[src/include/crb_pkg.sv]
// Constants and types for the CAN receive buffer and fault counter block
//
// Operation
// - Length code 0..8 gives that many payload bytes; codes 9..15 are invalid.
// - Each receive buffer holds eight separate 8-bit payload byte registers, 0..7.
// - Receive fault counter is 8-bit, read-only, follows network rules, resets to zero.
// - Counter above 127 puts the block into the error-passive state.
// - The receive fault counter never causes bus-off, however high it climbs.
// - Filter high identifier byte is 8-bit RW: std bits 10..3 or ext 28..21.
// - Length code sits in bits 3..0 of each buffer length register.
// - Filter extended-only bit: set accepts only extended, clear only standard frames.
package crb_pkg;
  // ----------------------------------------
  // Sizes
  // ----------------------------------------
  localparam int NBUF = 2;
  localparam int NBYTE = 8;
  localparam int NFILT = 2;
  localparam logic [3:0] LEN_MAX = 4'h8;

  // ----------------------------------------
  // Register byte offsets
  // ----------------------------------------
  localparam logic [7:0] OFF_PAY0 = 8'h00; // buffer 0 bytes 0..7, buffer 1 at +0x20
  localparam logic [7:0] OFF_LEN0 = 8'h40;
  localparam logic [7:0] OFF_LEN1 = 8'h44;
  localparam logic [7:0] OFF_REC = 8'h48;
  localparam logic [7:0] OFF_FID0 = 8'h4C;
  localparam logic [7:0] OFF_FID1 = 8'h50;
  localparam logic [7:0] OFF_FCT0 = 8'h54;
  localparam logic [7:0] OFF_FCT1 = 8'h58;
  localparam logic [7:0] OFF_STAT = 8'h5C;
  localparam logic [7:0] OFF_IRQS = 8'h60;
  localparam logic [7:0] OFF_IRQM = 8'h64;

  // ----------------------------------------
  // Fields and reset values
  // ----------------------------------------
  localparam int LEN_POS = 0;
  localparam int FCT_EXT_POS = 0;
  localparam int STAT_PASS_POS = 0;
  localparam int STAT_RXP_POS = 1;
  localparam int IRQ_STORED = 0;
  localparam int IRQ_PASSIVE = 1;
  localparam int IRQ_BADLEN = 2;
  localparam logic [7:0] RST_BYTE = 8'h00;
  localparam logic [3:0] RST_LEN = 4'h0;
  localparam logic [7:0] RST_REC = 8'h00;
  localparam logic [2:0] RST_IRQ = 3'h0;
  localparam logic [7:0] REC_PASSIVE = 8'h7F;
  localparam logic [7:0] REC_RESUME = 8'h77;
  localparam logic [7:0] REC_MAX = 8'hFF;
  localparam logic [31:0] RD_UNMAPPED = 32'h0000_0000;

  // ----------------------------------------
  // Types
  // ----------------------------------------
  typedef struct packed {
    logic read;
    logic write;
    logic [7:0] address;
    logic [31:0] writedata;
  } crb_avs_req_t;

  typedef struct packed {
    logic store;
    logic buf_sel;
    logic [3:0] dlc;
    logic [63:0] data;
  } crb_frame_t;

  typedef struct packed {
    logic inc1;
    logic inc8;
    logic dec;
  } crb_rec_ev_t;

  typedef struct packed {
    logic check;
    logic ext;
    logic [28:0] id;
  } crb_id_t;

  typedef enum logic [1:0] {
    BUS_IDLE = 2'b01,
    BUS_ANS = 2'b10
  } crb_bus_t;
endpackage

[src/design/crb_top.sv]
// CAN receive buffers, acceptance filter high bytes and receive fault state
//
// Chosen here: the register addresses and register access over Avalon-MM.
`timescale 1ns/100ps
module crb_top (
  input wire logic clk, // System clock, 25 MHz
  input wire logic rst_b, // Async reset, active low
  input wire crb_pkg::crb_avs_req_t avs, // Avalon request
  output logic [31:0] avs_readdata, // Avalon read data
  output logic avs_waitrequest, // Avalon waitrequest
  input wire crb_pkg::crb_frame_t frame, // Frame from receive engine
  input wire crb_pkg::crb_rec_ev_t rec_ev, // Receive fault events
  input wire logic tx_passive, // Transmit side wants passive
  input wire crb_pkg::crb_id_t id_in, // Identifier to check
  output logic [crb_pkg::NFILT-1:0] accept, // Filter hits
  output logic err_passive, // Error-passive state
  output logic irq // Interrupt, active high
);
  import crb_pkg::*;

  // ----------------------------------------
  // Declarations
  // ----------------------------------------
  crb_bus_t state_q;
  logic [7:0] pay_q [NBUF][NBYTE];
  logic [3:0] len_q [NBUF];
  logic [7:0] fid_q [NFILT];
  logic [NFILT-1:0] ext_only_q;
  logic [2:0] irq_stat_q;
  logic [2:0] irq_mask_q;
  logic [2:0] irq_set;
  logic [7:0] rec_cnt;
  logic rx_pass;
  logic wr_fire;
  logic [7:0] a;
  logic [31:0] rd_d;
  logic pass_d;

  // Byte count a length code stands for
  function automatic logic [3:0] dlc_len(input logic [3:0] dlc);
    return (dlc > LEN_MAX) ? LEN_MAX : dlc;
  endfunction

  // Identifier bits that meet the filter high byte
  function automatic logic [7:0] id_top(input crb_id_t x);
    return x.ext ? x.id[28:21] : x.id[10:3];
  endfunction

  assign a = avs.address;
  assign wr_fire = avs.write && (state_q == BUS_ANS);
  assign pass_d = rx_pass || tx_passive;

  // ----------------------------------------
  // Fault counter
  // ----------------------------------------
  crb_rec u_rec (
    .clk(clk),
    .rst_b(rst_b),
    .ev(rec_ev),
    .cnt_q(rec_cnt),
    .rx_pass(rx_pass)
  );

  // ----------------------------------------
  // Avalon slave handshake
  // ----------------------------------------
  // One idle cycle, then waitrequest low for one cycle
  always_ff @(posedge clk or negedge rst_b) begin
    if (!rst_b) begin
      state_q <= BUS_IDLE;
      avs_waitrequest <= 1'b1;
    end else begin
      case (state_q)
        BUS_IDLE: begin
          if (avs.read || avs.write) begin
            state_q <= BUS_ANS;
            avs_waitrequest <= 1'b0;
          end
        end
        BUS_ANS: begin
          state_q <= BUS_IDLE;
          avs_waitrequest <= 1'b1;
        end
        default: begin
          state_q <= BUS_IDLE;
          avs_waitrequest <= 1'b1;
        end
      endcase
    end
  end

  // Read decode
  always_comb begin
    rd_d = RD_UNMAPPED;
    if (a < OFF_LEN0) begin
      rd_d = {24'h0, pay_q[a[5]][a[4:2]]};
    end else if (a == OFF_LEN0) begin
      rd_d = {28'h0, len_q[0]};
    end else if (a == OFF_LEN1) begin
      rd_d = {28'h0, len_q[1]};
    end else if (a == OFF_REC) begin
      rd_d = {24'h0, rec_cnt};
    end else if (a == OFF_FID0) begin
      rd_d = {24'h0, fid_q[0]};
    end else if (a == OFF_FID1) begin
      rd_d = {24'h0, fid_q[1]};
    end else if (a == OFF_FCT0) begin
      rd_d = {31'h0, ext_only_q[0]};
    end else if (a == OFF_FCT1) begin
      rd_d = {31'h0, ext_only_q[1]};
    end else if (a == OFF_STAT) begin
      rd_d = {30'h0, rx_pass, err_passive};
    end else if (a == OFF_IRQS) begin
      rd_d = {29'h0, irq_stat_q};
    end else if (a == OFF_IRQM) begin
      rd_d = {29'h0, irq_mask_q};
    end
  end

  // Read data latched as waitrequest drops
  always_ff @(posedge clk or negedge rst_b) begin
    if (!rst_b) begin
      avs_readdata <= RD_UNMAPPED;
    end else if (state_q == BUS_IDLE && avs.read) begin
      avs_readdata <= rd_d;
    end
  end

  // ----------------------------------------
  // Receive buffers
  // ----------------------------------------
  // Software writes, then frame store, which wins on a clash
  // payload byte array
  always_ff @(posedge clk or negedge rst_b) begin
    if (!rst_b) begin
      for (int b = 0; b < NBUF; b++) begin
        for (int i = 0; i < NBYTE; i++) begin
          pay_q[b][i] <= RST_BYTE;
        end
      end
    end else begin
      if (wr_fire && a < OFF_LEN0) begin
        pay_q[a[5]][a[4:2]] <= avs.writedata[7:0];
      end
      if (frame.store) begin
        for (int i = 0; i < NBYTE; i++) begin
          if (4'(i) < dlc_len(frame.dlc)) begin
            pay_q[frame.buf_sel][i] <= frame.data[i*8 +: 8];
          end
        end
      end
    end
  end

  // Length registers keep the code as received
  // code in bits 3..0
  always_ff @(posedge clk or negedge rst_b) begin
    if (!rst_b) begin
      len_q[0] <= RST_LEN;
      len_q[1] <= RST_LEN;
    end else begin
      if (wr_fire && a == OFF_LEN0) begin
        len_q[0] <= avs.writedata[LEN_POS +: 4];
      end
      if (wr_fire && a == OFF_LEN1) begin
        len_q[1] <= avs.writedata[LEN_POS +: 4];
      end
      if (frame.store) begin
        len_q[frame.buf_sel] <= frame.dlc;
      end
    end
  end

  // ----------------------------------------
  // Acceptance filters
  // ----------------------------------------
  // high byte registers
  always_ff @(posedge clk or negedge rst_b) begin
    if (!rst_b) begin
      fid_q[0] <= RST_BYTE;
      fid_q[1] <= RST_BYTE;
      ext_only_q <= '0;
    end else if (wr_fire) begin
      if (a == OFF_FID0) begin
        fid_q[0] <= avs.writedata[7:0];
      end else if (a == OFF_FID1) begin
        fid_q[1] <= avs.writedata[7:0];
      end else if (a == OFF_FCT0) begin
        ext_only_q[0] <= avs.writedata[FCT_EXT_POS];
      end else if (a == OFF_FCT1) begin
        ext_only_q[1] <= avs.writedata[FCT_EXT_POS];
      end
    end
  end

  // Hit needs matching frame kind and high byte
  // kind selection
  always_ff @(posedge clk or negedge rst_b) begin
    if (!rst_b) begin
      accept <= '0;
    end else begin
      for (int f = 0; f < NFILT; f++) begin
        accept[f] <= id_in.check && (id_in.ext == ext_only_q[f]) && (id_top(id_in) == fid_q[f]);
      end
    end
  end

  // ----------------------------------------
  // Error state
  // ----------------------------------------
  // passive until both sides clear
  always_ff @(posedge clk or negedge rst_b) begin
    if (!rst_b) begin
      err_passive <= 1'b0;
    end else begin
      err_passive <= pass_d;
    end
  end

  // ----------------------------------------
  // Interrupts
  // ----------------------------------------
  // flag invalid codes
  assign irq_set = {frame.store && (frame.dlc > LEN_MAX), pass_d && !err_passive, frame.store};

  // Sticky status, write one clears, a new event wins
  always_ff @(posedge clk or negedge rst_b) begin
    if (!rst_b) begin
      irq_stat_q <= RST_IRQ;
    end else if (wr_fire && a == OFF_IRQS) begin
      irq_stat_q <= (irq_stat_q & ~avs.writedata[2:0]) | irq_set;
    end else begin
      irq_stat_q <= irq_stat_q | irq_set;
    end
  end

  // Mask register
  always_ff @(posedge clk or negedge rst_b) begin
    if (!rst_b) begin
      irq_mask_q <= RST_IRQ;
    end else if (wr_fire && a == OFF_IRQM) begin
      irq_mask_q <= avs.writedata[2:0];
    end
  end

  // Level interrupt from flop
  always_ff @(posedge clk or negedge rst_b) begin
    if (!rst_b) begin
      irq <= 1'b0;
    end else begin
      irq <= |(irq_stat_q & irq_mask_q);
    end
  end
endmodule // crb_top

[src/design/crb_rec.sv]
// Receive fault counter with saturation and passive threshold
`timescale 1ns/100ps
module crb_rec (
  input wire logic clk, // System clock
  input wire logic rst_b, // Async reset, active low
  input wire crb_pkg::crb_rec_ev_t ev, // Counting events
  output logic [7:0] cnt_q, // Counter value
  output logic rx_pass // Counter above threshold
);
  import crb_pkg::*;

  // Saturating add, no wrap past the top
  // no wrap, no bus-off
  function automatic logic [7:0] sat_add(input logic [7:0] a, input logic [7:0] b);
    logic [8:0] s;
    s = {1'b0, a} + {1'b0, b};
    return s[8] ? REC_MAX : s[7:0];
  endfunction

  // Counter update
  // network counting
  always_ff @(posedge clk or negedge rst_b) begin
    if (!rst_b) begin
      cnt_q <= RST_REC;
    end else if (ev.inc8) begin
      cnt_q <= sat_add(cnt_q, 8'h08);
    end else if (ev.inc1) begin
      cnt_q <= sat_add(cnt_q, 8'h01);
    end else if (ev.dec) begin
      if (cnt_q > REC_PASSIVE) begin
        cnt_q <= REC_RESUME;
      end else if (cnt_q != RST_REC) begin
        cnt_q <= cnt_q - 8'h01;
      end
    end
  end

  assign rx_pass = (cnt_q > REC_PASSIVE);
endmodule // crb_rec

[config.mk]
export PLATFORM = sky130hd
export DESIGN_NAME = crb_top
export DESIGN_NICKNAME = d
export VERILOG_FILES = /design/src/include/crb_pkg.sv /design/src/design/crb_top.sv /design/src/design/crb_rec.sv
export SDC_FILE = /design/constraint.sdc
export NUM_CORES = 1
export LEC_CHECK = 0
export BUFFER_PORTS_ARGS = -buffer_cell sky130_fd_sc_hd__buf_4
export CORE_ASPECT_RATIO = 0.6
export CORE_MARGIN = 1.5
export CORE_UTILIZATION = 47
export CTS_CLUSTER_DIAMETER = 200
export DETAILED_ROUTE_END_ITERATION = 8
export PLACE_DENSITY = 0.69
export SYNTH_ARGS = -nofsm -noshare
export SYNTH_HDL_FRONTEND = slang
export SYNTH_SLANG_ARGS = --single-unit
[constraint.sdc]
create_clock -name clk -period 2.7 [get_ports clk]
set_input_delay 0 -clock clk [delete_from_list [all_inputs] [get_ports clk]]
set_output_delay 0 -clock clk [all_outputs]
set_load 0.01 [all_outputs]
==> impl_metrics.yaml <==
synth:
  yosysTopAreaCell: "dfrtp_1"
  synth_area_leaders: "dfrtp_1 42%, mux2i_1 15%, mux4_2 6.4%"
  netlist_area_mm2: 0.0108
  avgSynthCellArea_um2: 10.2
  ys.flop_type: "dfrtp_1"
  ys_ff_latch: 182
  synth_top_area_share_pct: 41.8
  synth-edff-count: 0
  synth_cells: 1067
  synth.yosys.seq_area_share_pct: 42.1
  yosys_warnings: 0
  synthArstFlopShare_pct: 100
  ys_types: 81
detailed_routing:
  drc: 0
  wl_um: 33800
  postRouteAntennaNets: 0
  viasPerCell: 5.87
  wl_per_cell_um: 21.6
  dr.pass1.iters: 6
  drt-initial-drc-count: 886
  vias: 9171
finish:
  synthToLayoutAreaGrowth_pct: 23.8
  drive_above_1_share_pct: 21.1
  num_antenna_cells: 0
  nets: 1396
  final_common_cell: "dfrtp_1"
  most-common-layout-cells: "180 x dfrtp_1, 158 x mux2i_1, 145 x buf_4"
global_routing:
  grt_busiest_layer: "met1"
  grt_start_max_net_pins: 75
  grt_usage_pct: 29.3
  grt_use_met3_pct: 9.60
  grt_overflow: 0
  use_met1_pct: 42.9
  antenna_found_initial: 0
  grtUsageMet2_pct: 42.1
  grt_pass1_vias: 8807
  grt_pass1_wl_um: 52000
pwr:
  p_leak_nw: 5.90
  p_int_mw: 5.87
  p_seq_share_pct: 42.4
  powerDensity_mw_per_mm2: 640
  combinationalPowerShare_pct: 24.7
  p_switching_mw: 2.71
  swShare_pct: 31.6
  ir_worst_vdd_mv: 0.424
  clkPwrFrac_pct: 32.9
sta:
  fin_crit_ns: 2.54
  slew_headroom_pct: 32.2
  final-hold-violation-count: 0
  timing.hold.ws_ns: 0.0248
  fin_skew_ns: 0.00684
  slew_viol_final: 0
  rsz0062_at_grt: "false"
  max_freq_mhz: 394
  post-route-period-util_pct: 94.1
  setup_viol: 0
  tightest_slew_ns: 1.01
  finalSetupTns_ns: 0
floorplanning:
  die_w_um: 199
  rows: 42
  dieArea_mm2: 0.0240
  ioPinCount: 186
  core_area_mm2: 0.0223
  start_util_pct: 48.5
  die_h_um: 121
clock_network:
  clk_latency_ns: 0.44
  numCtsBuffers: 17
  cts.sinks: 182
  htree_levels: 4
  cts_tree: "yes"
  clock-root-buffer: "clkbuf_16"
  clk_path_buf_depth: 2
  clkTransAtPathRegs_ns: 0.07
setup_path:
  path_delay_family: "simple AND/OR/NAND/NOR gates"
  worst_ep_required_time_ns: 3.09
  crit_path_frequent_cell: "or4b_1"
  worstPathMaxFanout: 11
  end_kind: "flop"
  critPathBufInv: 2
  worstSetupPathType: "flop to flop"
  worst_setup_path_start_kind: "flop"
  cp_cell_sequence: "inv_1 > ha_1 > or4b_1 > or4b_1 > a32oi_1 > dlygate4sd3_1"
  worstPathArrival_ns: 2.93
  critPathMaxStageDelay_ns: 0.55
  cp_slowest_cell: "dlygate4sd3_1"
place:
  gp_congestion: 0.952
  place_hpwl_um: 23500
  portBuffers: 124
outcome:
  status: "complete, no violations"
job:
  drv_cap: 0
hold_path:
  holdCritPathClass: "input port to flop"
-- kinds of logic (layout without fill, tap and decap cells) --
family | count (synthesis) | after routing | share of synthesized area, %
simple gates | 308 | 308 | 14.5
compound gates | 228 | 228 | 12.3
mux | 213 | 213 | 23.7
flops | 182 | 182 | 42.1
buf+inv | 109 | 274 | 5.20
xor+xnor | 21 | 21 | 1.70
fa+ha+maj | 5 | 5 | 0.578
other cells | 1 | 24 | 0.0346
-- final cells by class --
cell class	count	area (µm²)
clock buffer	21	450
multi-input combinational	799	5800
timing repair buffer	231	1970
sequential	182	4560
inverter	11	41.3
tap	308	385
fill	1930	8930
clock inverter	11	198
-- synth_stat cells (all sizes together) (3+ instances only) --
| master | n |
|---|---|
| dfrtp | 181 |
| mux2i | 158 |
| nand2 | 128 |
| o21ai | 112 |
| nor2 | 72 |
| a21oi | 60 |
| buf | 54 |
| clkbuf | 44 |
| mux4 | 32 |
| mux2 | 23 |
| nand3 | 23 |
| nor3 | 18 |
| xor2 | 16 |
| inv | 11 |
| nor2b | 11 |
| nand4 | 10 |
| a22oi | 6 |
| a31oi | 6 |
| nand2b | 6 |
| and3 | 5 |
| ha | 5 |
| nor4 | 5 |
| or3 | 5 |
| xnor2 | 5 |
| a221oi | 4 |
| a32oi | 4 |
| o211ai | 4 |
| a211oi | 3 |
| a21boi | 3 |
| nand3b | 3 |
| o22ai | 3 |
| or2 | 3 |
| or4 | 3 |
-- power by group through the flow --
stage	logic (mW)	registers (mW)	clock network (mW)
2_1_floorplan	1.37	3.47	0
3_3_place_gp	1.92	3.65	0
4_1_cts	2.08	3.62	2.84
3_5_place_dp	1.96	3.66	0
6_report	2.12	3.64	2.82
5_1_grt	2.32	3.69	2.94
-- worst paths after layout --
kind,start,end,slack [ns],cells after the start
min,avs[4],pay_q[60]$_DFF_PN0_,0.02,3
max,u_rec.cnt_q[4]$_DFFE_PN0P_,u_rec.cnt_q[7]$_DFFE_PN0P_,0.16,6
max reg2reg,u_rec.cnt_q[4]$_DFFE_PN0P_,u_rec.cnt_q[7]$_DFFE_PN0P_,0.16,6
min in group asynchronous,rst_b,pay_q[79]$_DFF_PN0_,0.14,2
min reg2reg,irq_stat_q[0]$_DFF_PN0_,irq_stat_q[0]$_DFF_PN0_,0.51,1
max in group asynchronous,rst_b,u_rec.cnt_q[4]$_DFFE_PN0P_,1.62,3
-- metal layers --
layer	up-vias	share of wire (%)
li1	4169	-
met1	4515	45
met2	453	43
met3	34	11
met4	0	1.1
met5	-	0
-- worst reg2reg max path, stage by stage (launching register included) --
cell and delay, ns:
dfrtp_2 0.50, inv_1 0.10, ha_1 0.13, or4b_1 0.46, or4b_1 0.53, a32oi_1 0.20, dlygate4sd3_1 0.55
-- sequential cells by signal, summed over array words and instances (netlist names) --
register / flops
irq_stat_q: 3
err_passive: 1
len_q: 8
fid_q: 16
avs_readdata: 8
u_rec.cnt_q: 8
accept: 2
pay_q: 128
state_q: 2
irq_mask_q: 3
ext_only_q: 2
irq: 1
-- timing repair --
action / 4_1_cts / 5_1_grt
hold buffers: 83 / 0
endpoints found under the setup margin: 0 / 1
setup buffers: 0 / 0
hold endpoints to repair: 216 / 0
resized for setup: 0 / 2
-- per-stage QoR --
step | cells | utilization [%] | area, µm² | setup slack (ns) | total power [mW]
after floorplan | 1090 | - | 10900 | 0.684 | 4.84
after global placement | 1448 | 53.4 | 11900 | 0.543 | 5.57
after detailed placement | 1448 | 53.4 | 11900 | 0.478 | 5.63
after CTS | 1563 | 60.0 | 13400 | 0.120 | 8.54
after global routing | 1563 | 60.0 | 13400 | 0.0155 | 8.96
final | 1563 | 60.0 | 13400 | 0.159 | 8.58
No activity file was read; power rests on OpenSTA's default activity.
